==> src/hw/irq_arbiter_pkg.sv <==
package irq_arbiter_pkg;

    // Register map
    localparam logic [7:0] ADDR_CENTRAL_CTRL = 8'he6;
    localparam logic [7:0] ADDR_EDGE_SELECT = 8'hf2;
    localparam logic [7:0] ADDR_PENDING = 8'hf3;
    localparam logic [7:0] ADDR_MASK = 8'hf4;
    localparam logic [7:0] ADDR_PAIR_PRIORITY = 8'hf5;
    localparam logic [7:0] ADDR_NEST_STACK = 8'hf7;

    // Central control fields
    localparam int CTRL_LEVEL_LSB = 0;
    localparam int CTRL_MODE_BIT = 3;
    localparam int CTRL_ENABLE_BIT = 4;

    // Reset values
    localparam logic [2:0] RESET_LEVEL = 3'h7;
    localparam logic RESET_MODE = 1'b0;
    localparam logic RESET_ENABLE = 1'b0;
    localparam logic [7:0] RESET_EDGE_SELECT = 8'h00;
    localparam logic [7:0] RESET_PENDING = 8'h00;
    localparam logic [7:0] RESET_MASK = 8'h00;
    localparam logic [7:0] RESET_PAIR_PRIORITY = 8'h00;
    localparam logic [7:0] RESET_NEST_STACK = 8'h00;

    // Channel counts, chain order: ext 0..7, timer_zero_source, serial0, serial1, converter, timer_three_source, timer_one_source
    localparam int NUM_EXT = 8;
    localparam int NUM_PERIPH = 6;
    localparam int NUM_CHAN = NUM_EXT + NUM_PERIPH;
    localparam int CHAN_W = 4;

    // Timing counts in core clock cycles
    localparam logic [3:0] ARB_LEAD_CYCLES = 4'h6;
    localparam logic [2:0] WFI_SAMPLE_CYCLES = 3'h5;

    // Step codes shown to the sequencer
    localparam logic [2:0] STEP_PUSH_PC_LOW = 3'h0;
    localparam logic [2:0] STEP_PUSH_PC_HIGH = 3'h1;
    localparam logic [2:0] STEP_PUSH_FLAGS = 3'h2;
    localparam logic [2:0] STEP_LOAD_VECTOR = 3'h3;
    localparam logic [2:0] STEP_POP_FLAGS = 3'h4;
    localparam logic [2:0] STEP_POP_PC_HIGH = 3'h5;
    localparam logic [2:0] STEP_POP_PC_LOW = 3'h6;

    typedef enum logic [3:0] {
        ST_IDLE,
        ST_WAIT_END,
        ST_CLR_EN,
        ST_SAVE_LEVEL,
        ST_PUSH_PC_LOW,
        ST_PUSH_PC_HIGH,
        ST_PUSH_FLAGS,
        ST_LOAD_VECTOR,
        ST_POP_FLAGS,
        ST_POP_PC_HIGH,
        ST_POP_PC_LOW,
        ST_SET_EN,
        ST_RESTORE
    } seq_state_t;

endpackage : irq_arbiter_pkg

==> src/hw/ext_edge_detect.sv <==
`timescale 1ns/1ps
module ext_edge_detect #(
    parameter int WIDTH = irq_arbiter_pkg::NUM_EXT
) (
    input wire logic clock,
    input wire logic srst,
    input wire logic [WIDTH-1:0] pinIn,
    input wire logic [WIDTH-1:0] risingSel,
    output logic [WIDTH-1:0] edgeSeen
);
    typedef struct packed {
        logic [WIDTH-1:0] sync1;
        logic [WIDTH-1:0] sync2;
        logic [WIDTH-1:0] prev;
    } edge_state_t;

    edge_state_t s;
    edge_state_t n;

    always_comb begin
        n = s;
        n.sync1 = pinIn;
        n.sync2 = s.sync1;
        n.prev = s.sync2;
    end

    always_ff @(posedge clock) begin
        if (srst) begin
            s <= '0;
        end else begin
            s <= n;
        end
    end

    // One pulse per qualifying edge, polarity chosen per input
    assign edgeSeen = (risingSel & s.sync2 & ~s.prev) | (~risingSel & ~s.sync2 & s.prev);

endmodule : ext_edge_detect

==> src/hw/priority_irq_arbiter.sv <==
`timescale 1ns/1ps
module priority_irq_arbiter (
    input wire logic clock,
    input wire logic srst,
    input wire logic [7:0] regAddr,
    input wire logic [7:0] regWrData,
    input wire logic regWr,
    input wire logic regRd,
    output logic [7:0] regRdData,
    input wire logic [irq_arbiter_pkg::NUM_EXT-1:0] extInput,
    input wire logic [irq_arbiter_pkg::NUM_PERIPH-1:0] periphReq,
    input wire logic [3*irq_arbiter_pkg::NUM_PERIPH-1:0] periphPriority,
    input wire logic topLevelReq,
    input wire logic [3:0] cyclesToEnd,
    input wire logic instrEnd,
    input wire logic waitIrq,
    input wire logic enableIrqInstr,
    input wire logic returnInstr,
    output logic ackValid,
    output logic [irq_arbiter_pkg::CHAN_W-1:0] ackChannel,
    output logic [irq_arbiter_pkg::NUM_PERIPH-1:0] periphAck,
    output logic topLevelAck,
    output logic stepValid,
    output logic [2:0] stepCode,
    output logic [2:0] currentLevel,
    output logic globalEnable
);
    import irq_arbiter_pkg::*;

    typedef struct packed {
        seq_state_t state;
        logic [2:0] level;
        logic enable;
        logic nestedMode;
        logic [7:0] edgeSel;
        logic [7:0] pend;
        logic [7:0] mask;
        logic [7:0] pairPrio;
        logic [7:0] nest;
        logic [7:0] rdData;
        logic wonTop;
        logic [CHAN_W-1:0] wonChan;
        logic [2:0] wonPrio;
        logic topActive;
        logic [2:0] wfiCnt;
        logic ackValid;
        logic [CHAN_W-1:0] ackChannel;
        logic [NUM_PERIPH-1:0] periphAck;
        logic topLevelAck;
        logic stepValid;
        logic [2:0] stepCode;
    } arb_state_t;

    localparam arb_state_t RESET_STATE = '{
        state: ST_IDLE,
        level: RESET_LEVEL,
        enable: RESET_ENABLE,
        nestedMode: RESET_MODE,
        edgeSel: RESET_EDGE_SELECT,
        pend: RESET_PENDING,
        mask: RESET_MASK,
        pairPrio: RESET_PAIR_PRIORITY,
        nest: RESET_NEST_STACK,
        rdData: 8'h00,
        wonTop: 1'b0,
        wonChan: 4'h0,
        wonPrio: 3'h7,
        topActive: 1'b0,
        wfiCnt: 3'h0,
        ackValid: 1'b0,
        ackChannel: 4'h0,
        periphAck: '0,
        topLevelAck: 1'b0,
        stepValid: 1'b0,
        stepCode: 3'h0
    };

    arb_state_t s;
    arb_state_t n;

    logic [NUM_EXT-1:0] edgeSeen;
    logic [NUM_CHAN-1:0] req;
    logic bestFound;
    logic [CHAN_W-1:0] bestIdx;
    logic [2:0] bestPrio;
    logic sampleNow;
    logic [NUM_EXT-1:0] pendClear;

    // Priority of a channel: external pairs from the pair field, others from the source
    function automatic logic [2:0] chanPrio(
        input int c,
        input logic [7:0] pairField,
        input logic [3*NUM_PERIPH-1:0] perPrio
    );
        logic [1:0] pairBits;
        pairBits = 2'h0;
        if (c < NUM_EXT) begin
            pairBits = pairField[(c / 2) * 2 +: 2];
            chanPrio = {pairBits, c[0]};
        end else begin
            chanPrio = perPrio[(c - NUM_EXT) * 3 +: 3];
        end
    endfunction : chanPrio

    function automatic logic [2:0] lowestSet(input logic [7:0] bits);
        lowestSet = 3'h0;
        for (int i = 7; i >= 0; i--) begin
            if (bits[i]) begin
                lowestSet = 3'(i);
            end
        end
    endfunction : lowestSet

    ext_edge_detect #(
        .WIDTH(NUM_EXT)
    ) u_edges (
        .clock(clock),
        .srst(srst),
        .pinIn(extInput),
        .risingSel(s.edgeSel),
        .edgeSeen(edgeSeen)
    );

    always_comb begin
        n = s;
        n.ackValid = 1'b0;
        n.periphAck = '0;
        n.topLevelAck = 1'b0;
        n.stepValid = 1'b0;
        n.rdData = 8'h00;
        pendClear = '0;

        // Masked edges still land in pending; the mask only blocks the request
        for (int c = 0; c < NUM_EXT; c++) begin
            req[c] = s.pend[c] & s.mask[c] & s.enable;
        end
        for (int p = 0; p < NUM_PERIPH; p++) begin
            req[NUM_EXT + p] = periphReq[p] & s.enable;
        end

        // Strict less-than keeps earlier chain position on a tie
        bestFound = 1'b0;
        bestIdx = 4'h0;
        bestPrio = 3'h7;
        for (int c = 0; c < NUM_CHAN; c++) begin
            if (req[c] && (!bestFound || chanPrio(c, s.pairPrio, periphPriority) < bestPrio)) begin
                bestFound = 1'b1;
                bestIdx = 4'(c);
                bestPrio = chanPrio(c, s.pairPrio, periphPriority);
            end
        end

        // Sample point: fixed lead before end, or periodic while waiting
        if (waitIrq) begin
            n.wfiCnt = (s.wfiCnt == WFI_SAMPLE_CYCLES - 3'h1) ? 3'h0 : s.wfiCnt + 3'h1;
        end else begin
            n.wfiCnt = 3'h0;
        end
        sampleNow = waitIrq ? (s.wfiCnt == WFI_SAMPLE_CYCLES - 3'h1)
                            : (cyclesToEnd == ARB_LEAD_CYCLES);

        if (regRd) begin
            case (regAddr)
                ADDR_CENTRAL_CTRL: n.rdData = {3'h0, s.enable, s.nestedMode, s.level};
                ADDR_EDGE_SELECT: n.rdData = s.edgeSel;
                ADDR_PENDING: n.rdData = s.pend;
                ADDR_MASK: n.rdData = s.mask;
                ADDR_PAIR_PRIORITY: n.rdData = s.pairPrio;
                ADDR_NEST_STACK: n.rdData = s.nest;
                default: n.rdData = 8'h00;
            endcase
        end

        if (regWr) begin
            case (regAddr)
                ADDR_CENTRAL_CTRL: begin
                    n.level = regWrData[CTRL_LEVEL_LSB +: 3];
                    n.nestedMode = regWrData[CTRL_MODE_BIT];
                    n.enable = regWrData[CTRL_ENABLE_BIT];
                end
                ADDR_EDGE_SELECT: n.edgeSel = regWrData;
                ADDR_PENDING: n.pend = regWrData;
                ADDR_MASK: n.mask = regWrData;
                ADDR_PAIR_PRIORITY: n.pairPrio = regWrData;
                ADDR_NEST_STACK: n.nest = regWrData;
                default: begin
                end
            endcase
        end

        if (enableIrqInstr) begin
            n.enable = 1'b1;
        end

        // Sequencer acts after software so its own updates win a same-cycle clash
        case (s.state)
            ST_IDLE: begin
                if (returnInstr) begin
                    n.state = ST_POP_FLAGS;
                end else if (sampleNow && !s.topActive) begin
                    if (topLevelReq) begin
                        n.wonTop = 1'b1;
                        n.state = ST_WAIT_END;
                    end else if (bestFound && bestPrio < s.level) begin
                        n.wonTop = 1'b0;
                        n.wonChan = bestIdx;
                        n.wonPrio = bestPrio;
                        n.state = ST_WAIT_END;
                    end
                end
            end
            ST_WAIT_END: begin
                // In the wait state there is no instruction to finish
                if (instrEnd || waitIrq) begin
                    n.state = ST_CLR_EN;
                    if (s.wonTop) begin
                        n.topLevelAck = 1'b1;
                        n.topActive = 1'b1;
                    end else begin
                        n.ackValid = 1'b1;
                        n.ackChannel = s.wonChan;
                        if (s.wonChan < 4'(NUM_EXT)) begin
                            pendClear[s.wonChan[2:0]] = 1'b1;
                        end else begin
                            n.periphAck[3'(s.wonChan - 4'(NUM_EXT))] = 1'b1;
                        end
                    end
                end
            end
            ST_CLR_EN: begin
                if (!s.wonTop) begin
                    n.enable = 1'b0;
                end
                // Concurrent mode keeps no trace of the source level
                n.state = (s.nestedMode && !s.wonTop) ? ST_SAVE_LEVEL : ST_PUSH_PC_LOW;
            end
            ST_SAVE_LEVEL: begin
                // Both read the old level, so save precedes load
                n.nest[s.level] = 1'b1;
                n.level = s.wonPrio;
                n.state = ST_PUSH_PC_LOW;
            end
            ST_PUSH_PC_LOW: begin
                n.stepValid = 1'b1;
                n.stepCode = STEP_PUSH_PC_LOW;
                n.state = ST_PUSH_PC_HIGH;
            end
            ST_PUSH_PC_HIGH: begin
                n.stepValid = 1'b1;
                n.stepCode = STEP_PUSH_PC_HIGH;
                n.state = ST_PUSH_FLAGS;
            end
            ST_PUSH_FLAGS: begin
                n.stepValid = 1'b1;
                n.stepCode = STEP_PUSH_FLAGS;
                n.state = ST_LOAD_VECTOR;
            end
            ST_LOAD_VECTOR: begin
                n.stepValid = 1'b1;
                n.stepCode = STEP_LOAD_VECTOR;
                n.state = ST_IDLE;
            end
            ST_POP_FLAGS: begin
                n.stepValid = 1'b1;
                n.stepCode = STEP_POP_FLAGS;
                n.state = ST_POP_PC_HIGH;
            end
            ST_POP_PC_HIGH: begin
                n.stepValid = 1'b1;
                n.stepCode = STEP_POP_PC_HIGH;
                n.state = ST_POP_PC_LOW;
            end
            ST_POP_PC_LOW: begin
                n.stepValid = 1'b1;
                n.stepCode = STEP_POP_PC_LOW;
                n.state = ST_SET_EN;
            end
            ST_SET_EN: begin
                if (s.topActive) begin
                    n.topActive = 1'b0;
                    n.state = ST_IDLE;
                end else begin
                    n.enable = 1'b1;
                    n.state = s.nestedMode ? ST_RESTORE : ST_IDLE;
                end
            end
            ST_RESTORE: begin
                // An empty stack leaves the level as software left it
                if (|s.nest) begin
                    n.level = lowestSet(s.nest);
                    n.nest[lowestSet(s.nest)] = 1'b0;
                end
                n.state = ST_IDLE;
            end
            default: n.state = ST_IDLE;
        endcase

        // New edge beats a same-cycle clear from software or acknowledge
        n.pend = (n.pend & ~pendClear) | edgeSeen;
    end

    always_ff @(posedge clock) begin
        if (srst) begin
            s <= RESET_STATE;
        end else begin
            s <= n;
        end
    end

    assign regRdData = s.rdData;
    assign ackValid = s.ackValid;
    assign ackChannel = s.ackChannel;
    assign periphAck = s.periphAck;
    assign topLevelAck = s.topLevelAck;
    assign stepValid = s.stepValid;
    assign stepCode = s.stepCode;
    assign currentLevel = s.level;
    assign globalEnable = s.enable;

endmodule : priority_irq_arbiter

==> config.mk <==
export PLATFORM = sky130hd
export DESIGN_NAME = priority_irq_arbiter
export DESIGN_NICKNAME = d
export VERILOG_FILES = /design/src/hw/irq_arbiter_pkg.sv /design/src/hw/ext_edge_detect.sv /design/src/hw/priority_irq_arbiter.sv
export SDC_FILE = /design/constraint.sdc
export NUM_CORES = 1
export LEC_CHECK = 0
export BUFFER_PORTS_ARGS = -buffer_cell sky130_fd_sc_hd__buf_4
export CORE_ASPECT_RATIO = 1.25
export CORE_MARGIN = 5
export CORE_UTILIZATION = 35
export CTS_CLUSTER_DIAMETER = 60
export CTS_CLUSTER_SIZE = 12
export DETAILED_ROUTE_END_ITERATION = 8
export HOLD_SLACK_MARGIN = 0.15
export PLACE_DENSITY = 0.63
export SYNTH_ARGS = -nofsm -noshare
export SYNTH_HDL_FRONTEND = slang
export SYNTH_SLANG_ARGS = --single-unit
==> constraint.sdc <==
create_clock -name clock -period 23.9 [get_ports clock]
set_clock_uncertainty 0.05 [all_clocks]
set_input_delay 0 -clock clock [delete_from_list [all_inputs] [get_ports clock]]
set_output_delay 0 -clock clock [all_outputs]
set_load 0.02 [all_outputs]
# Word-level counts from Yosys, hierarchy flattened
# Cells that the tools add are included.
dict set report totals {
  ff_bits 109
  latchBits 0
  ramBits 0
  rom_bits 0
  inputBits 61
  out_inout_bits 28
  word_cells 281
  mem_count 0
}
dict set report op_classes {
  n_addsub 2
  mul 0
  div_mod_pow 0
  n_lt_le_gt_ge 23
  n_eq_ne 24
  n_shift 0
  muxes 98
  bitwise 43
  reduce_logical 67
}
# operator count
set op_table {}
lappend op_table {{$mux W8} 11}
lappend op_table {{$mux W3} 26}
lappend op_table {{$mux W4} 19}
lappend op_table {{$and A8 B8 Y8} 6}
lappend op_table {{$eq A8 B8 Y1 const B} 6}
lappend op_table {{$pmux W8 S6} 1}
lappend op_table {{$mux W45} 1}
lappend op_table {{$pmux W4 S11} 1}
lappend op_table {{$lt A3 B3 Y1} 14}
lappend op_table {{$not A8 Y8} 5}
lappend op_table {{$pmux W4 S7} 1}
lappend op_table {{$mux W1} 27}
lappend op_table {{$or A8 B8 Y8} 3}
lappend op_table {{$and A1 B1 Y1} 22}
lappend op_table {{$eq A4 B3 Y1 const B} 5}
lappend op_table {{$eq A4 B4 Y1 const B} 5}
lappend op_table {{$logic_and A1 B1 Y1} 20}
lappend op_table {{$lt A3 B4 Y1 const B} 4}
lappend op_table {{$pmux W8 S2} 1}
lappend op_table {{$logic_not A1 Y1} 15}
lappend op_table {{$logic_or A1 B1 Y1} 14}
lappend op_table {{$demux W1 S3} 4}
lappend op_table {{$ge A3 B1 Y1 const B} 4}
lappend op_table {{$mux W11} 1}
lappend op_table {{25 further kinds} 41}

# Logic depth before layout (Yosys ltp)
dict set report logic_depth {
  ltp_word 62
  mapped_depth 91
  depth_no_buf 90
}

# Hierarchy
# From an unflattened synthesis, not the netlist that was laid out.
dict set report unflattened {
  hier_cells 842
  hier_area_um2 6967.9
}
# module instances cells_per_inst area_per_inst_um2 seq_area_each_um2
set by_module_without_submodules {}
lappend by_module_without_submodules {priority_irq_arbiter 1 768 6144.6 1701.6}
lappend by_module_without_submodules {ext_edge_detect 1 74 823.3 480.5}

# Least setup slack after synthesis
# OpenSTA, ideal clock, no wires.
dict set report synth_path {
  kind {register to register}
  startpoint {register s (netlist bit globalEnable)}
  endpoint {register s[24] (netlist name)}
  setup_ns 0.070
  t_arrival_ns 16.632
  required_ns 23.780
  setup_slack_ns 7.148
  stages_incl_launch_ff 82
  path_buffers 2
  period_less_slack_ns 16.752
  path_cell_list {dfxtp_1 > buf_2 > clkbuf_1 > nand2_1 > nor2_1 > ha_1 > a21oi_1 > o211ai_2 > a21oi_1 > inv_1 > ha_1 > nor2_1 > o21a_1 > a31oi_4 > mux2_2 > inv_1 > ha_1 > nand2_1 > [... 46 more ...] > nand2_1 > o21a_1 > ha_1 > o21a_1 > nand2_1 > o211ai_1 > mux2i_1 > inv_1 > ha_1 > a2111oi_0 > a31oi_1 > and2_1 > a21o_1 > ha_1 > a221o_1 > a2111o_1 > a211o_1 > a21oi_1}
}
dict set report synth_between {
  elab_chain_len 57
  word_cells_on_any_way 109
  classes_between {order compare (14); mux (40); bitwise (14); reduce/logical (41)}
}
# item line
set synth_rtl {}
lappend synth_rtl {{start, declared} priority_irq_arbiter.sv:78} ;# arb_state_t s;
lappend synth_rtl {{start signal, assigned} priority_irq_arbiter.sv:306} ;# s <= n;
lappend synth_rtl {{$and A1 B1 Y1} priority_irq_arbiter.sv:135} ;# req[c] = s.pend[c] & s.mask[c] & s.enable;
lappend synth_rtl {{$mux W3 or $mux W1 (tied branches)} priority_irq_arbiter.sv:146} ;# if (req[c] && (!bestFound || chanPrio(c, s.pairPrio, periphPriority) < bestPrio)) begin
lappend synth_rtl {{$lt A3 B3 Y1 or $logic_not A1 Y1 (tied branches)} priority_irq_arbiter.sv:146}
lappend synth_rtl {{$logic_or A1 B1 Y1} priority_irq_arbiter.sv:146}
lappend synth_rtl {{$logic_and A1 B1 Y1} priority_irq_arbiter.sv:146}
lappend synth_rtl {{$mux W3 or $mux W1 (tied branches)} priority_irq_arbiter.sv:146}
lappend synth_rtl {{$lt A3 B3 Y1 or $logic_not A1 Y1 (tied branches)} priority_irq_arbiter.sv:146}
lappend synth_rtl {{$logic_or A1 B1 Y1} priority_irq_arbiter.sv:146}
lappend synth_rtl {{[... 42 more ...]} -}
lappend synth_rtl {{$lt A3 B3 Y1 or $logic_not A1 Y1 (tied branches)} priority_irq_arbiter.sv:146}
lappend synth_rtl {{$logic_or A1 B1 Y1} priority_irq_arbiter.sv:146}
lappend synth_rtl {{$logic_and A1 B1 Y1} priority_irq_arbiter.sv:146}
lappend synth_rtl {{$mux W3 *} priority_irq_arbiter.sv:146}
lappend synth_rtl {{net bestPrio[2]} priority_irq_arbiter.sv:85} ;# logic [2:0] bestPrio;
lappend synth_rtl {{$lt A3 B3 Y1 *} priority_irq_arbiter.sv:204} ;# end else if (bestFound && bestPrio < s.level) begin
lappend synth_rtl {{$logic_and A1 B1 Y1 *} priority_irq_arbiter.sv:204}
lappend synth_rtl {{$reduce_and A5 Y1 (no line) *} -}
# The timed path passes the listed nets; every way through them passes the cells marked *.
# A chain may end at the register's enable or synchronous reset.

# Worst setup path after layout
dict set report layout_path {
  startpoint {register s (netlist bit globalEnable)}
  endpoint {register s[27] (netlist name)}
}
dict set report layout_between {
  elab_chain_len 58
  word_cells_on_any_way 98
  classes_between {order compare (14); mux (28); bitwise (14); reduce/logical (42)}
}
# item line
set layout_rtl {}
lappend layout_rtl {{$and A1 B1 Y1} priority_irq_arbiter.sv:135}
lappend layout_rtl {{$mux W3 or $mux W1 (tied branches)} priority_irq_arbiter.sv:146}
lappend layout_rtl {{$lt A3 B3 Y1 or $logic_not A1 Y1 (tied branches)} priority_irq_arbiter.sv:146}
lappend layout_rtl {{$logic_or A1 B1 Y1} priority_irq_arbiter.sv:146}
lappend layout_rtl {{$logic_and A1 B1 Y1} priority_irq_arbiter.sv:146}
lappend layout_rtl {{$mux W3 or $mux W1 (tied branches)} priority_irq_arbiter.sv:146}
lappend layout_rtl {{$lt A3 B3 Y1 or $logic_not A1 Y1 (tied branches)} priority_irq_arbiter.sv:146}
lappend layout_rtl {{$logic_or A1 B1 Y1} priority_irq_arbiter.sv:146}
lappend layout_rtl {{[... 43 more ...]} -}
lappend layout_rtl {{$logic_or A1 B1 Y1} priority_irq_arbiter.sv:146}
lappend layout_rtl {{$logic_and A1 B1 Y1} priority_irq_arbiter.sv:146}
lappend layout_rtl {{$mux W3 *} priority_irq_arbiter.sv:146}
lappend layout_rtl {{net bestPrio[1]} priority_irq_arbiter.sv:85}
lappend layout_rtl {{$lt A3 B3 Y1 *} priority_irq_arbiter.sv:204}
lappend layout_rtl {{$logic_and A1 B1 Y1 *} priority_irq_arbiter.sv:204}
lappend layout_rtl {{$reduce_bool A2 Y1 (no line) *} -}
lappend layout_rtl {{$reduce_and A4 Y1 (no line) *} -}
# Marked as above.

==> metrics.txt <==
RSZ-0062 raised after global routing=no; HP Class=in -> reg; slew margin rel.=between 40% and 50%; worst vdd ir=roughly 0.029 mV; Die W=around 130 um; port buffer count=88; max-cap viol count=0; total power divided by cell area=52.3 mW/mm^2; internal power=between 300 and 400 uW; CTS max path bufs=2; sequential fraction of the synthesis area=32.2%; RePlAce Congestion=between 0.9 and 1; async set-or-reset flop fraction in the synthesized netlist=0%; H-Tree Level Count=3; die area=0.0222 sq mm; number of remaining DRC errors=0; CORE AREA=0.0189 sq mm; synth unique cells=79; worst slew pin tran=0.877 ns; Critical Path RT=24.14 ns; DP HPWL=15300 um; grt ovf=0; Reg clk slew, reported paths=approximately 0.08 ns; Post-CTS Setup Repair Bufs=0; final WL=about 20000 um; layout cells sized above 1=about 14%; Mapped Nets=938; critical path arrival=19.15 ns; Crit path top cell by count=ha_1; Final setup viols=0; crit path max-delay cell type=a2111oi_0; post-synthesis instance area=0.00677 sq mm; first-pass GRT wire length=32400 um; crit start category=flip-flop; minimum clock period=18.91 ns; nets=1020; Net Switching=119 uW; Wirelength per Cell=about 17 um; clk_lat worst skew=~0.35 ns; endpoint class of the critical path=flip-flop; setup slack after layout=4.99 ns; final period utilization=79.1%; Setup TNS=0 ns; switching share of power=28.0%; initial antenna violation count=0; Root Buffer=clkbuf_16; Synth Flop Type=dfxtp_1; ANT nets after route=0; # IOs=between 80 and 90; CTS tree=yes; synthesized instance count=853; Final Hold Fails=0; YS warnings=0; peak fanout along the critical path=24; syn avg cell area=7.93 sq um; Post-synth EDFFs=0; max incr delay on CP=0.63 ns; clock share of power=36.2%; Leak=3.41 nW; Setup CP Type=reg -> reg; Seq pwr share=45.5%; Ant. Diodes=0; Setup WS pre-CTS=approximately 5.3 ns; vias per cell=5.60; FF+latch count, synth=109; First DRT Iteration DRCs=421; drt pass-1 iters=5; number of global-route vias before repair=approximately 6400; via count=6563; Clock Sinks=around 110; Tot Pwr=424 uW; Initial Util=a little over a third; GR Util All Layers=18.0%; Area growth, synth to finish=19.7%; status=finished clean; FP Rows=56; die height=165 um; Logic pwr share=roughly 18%; f_max=52.9 MHz; CTS Buf Count=9; pin count of the biggest net entering global routing=63; Pins Over Slew Limit=0
flip-flops by register name, summed over array words and instances, names as in the netlist:
register,cells
s,57
u_edges.n,16
regRdData,8
u_edges.s,8
periphAck,6
ackChannel,4
currentLevel,3
stepCode,3
ackValid,1
globalEnable,1
stepValid,1
topLevelAck,1
layout make-up:
cell class                      instances  area [sq um]
Fill cell                            1978         10800
Inverter                               29           109
Multi-Input combinational cell        659          4170
Tap cell                              232           290
Sequential cell                       109          2180
Clock buffer                           12           246
Clock inverter                          4          55.1
Timing Repair Buffer                  127          1040
worst paths after layout:
check | from | endpoint | slack [ns] | cells after the start
min | regAddr[4] | regRdData[5] | 0.15 | 4
max | globalEnable | s[27] | 4.99 | 83
min reg2reg | u_edges.n[15] | u_edges.n[7] | 0.38 | 1
max reg2reg | globalEnable | s[27] | 4.99 | 83
cell usage after synthesis, types with 12 or more instances:
master    count  area, sq um
a21oi_1      66          330
a22oi_1      12         90.1
buf_4        24          180
clkbuf_1     27          101
dfxtp_1     109         2180
ha_1         24          300
inv_1        28          105
mux2i_1      44          440
nand2_1      81          304
nand2b_1     18          113
nand3_1      30          150
nor2_1      108          405
nor2b_1      32          200
nor3_1       29          145
o21ai_0      29          145
cells in the final DEF (no fill, tap or decap), types with 4 or more instances in the layout:
cell type and instances:
a2111oi_0 4, a211oi_1 9, a21o_1 11, a21oi_1 66, a221oi_1 11, a22oi_1 12, a31oi_1 7, and2_1 6
and3_1 11, buf_4 91, clkbuf_16 9, dfxtp_1 109, dlygate4sd3_1 36, ha_1 24, inv_1 28, mux2_2 8
mux2i_1 44, nand2_1 81, nand2b_1 18, nand3_1 30, nand4_1 8, nor2_1 108, nor2b_1 32, nor3_1 29
nor4_1 8, o21a_1 6, o21ai_0 29, o221ai_1 9, o31ai_1 8, or3_1 6
critical path: cells and delay by family (launching register included):
family	cells	cell delay [ns]
AOI/OAI and AO/OA	38	8.87
and+or+nand+nor	20	3.82
adders and majority gates	13	3.64
buffers and inverters	9	1.34
muxes	3	0.76
DFF	1	0.31
cells by family after synthesis:
group	Yosys count	share of synthesized area (%)
flip-flops	109	32.2
multiplexers	54	8.23
buffers and inverters	85	6.08
AND/OR/NAND/NOR	354	25.2
AO/OA/AOI/OAI	227	23.8
adder cells (fa/ha/maj)	24	4.44
metrics by stage:
| stage | util, % | hold slack, ns | instance area (sq um) | instances |
|---|---|---|---|---|
| 2_1_floorplan | - | 0.0782 | 6770 | 853 |
| 3_5_place_dp | 39.3 | 0.165 | 7440 | 1120 |
| 3_3_place_gp | 39.3 | 0.161 | 7440 | 1120 |
| 4_1_cts | 42.8 | 0.156 | 8100 | 1172 |
| 5_1_grt | 42.8 | 0.185 | 8100 | 1172 |
| 6_report | 42.8 | 0.155 | 8100 | 1172 |
layer usage:
layer	vias up	share of wire (%)	GRT usage, %
met1	3069	43	21.7
met5	-	0	0
met2	189	51	32.9
li1	3273	-	-
met4	0	2.5	6.39
met3	32	4.3	2.36
power groups by stage:
stage / logic, mW / clock network (mW) / registers [mW]
6_report: 0.0776 / 0.153 / 0.193
5_1_grt: 0.0871 / 0.164 / 0.194
4_1_cts: 0.0775 / 0.156 / 0.193
3_5_place_dp: 0.0721 / 0 / 0.197
3_3_place_gp: 0.0715 / 0 / 0.197
2_1_floorplan: 0.0506 / 0 / 0.194
timing repair:
action,in CTS,in global routing
endpoints found under the hold margin,90,0
gates resized for setup,0,0
hold buffers,36,0
(Power assumes the default switching activity.)
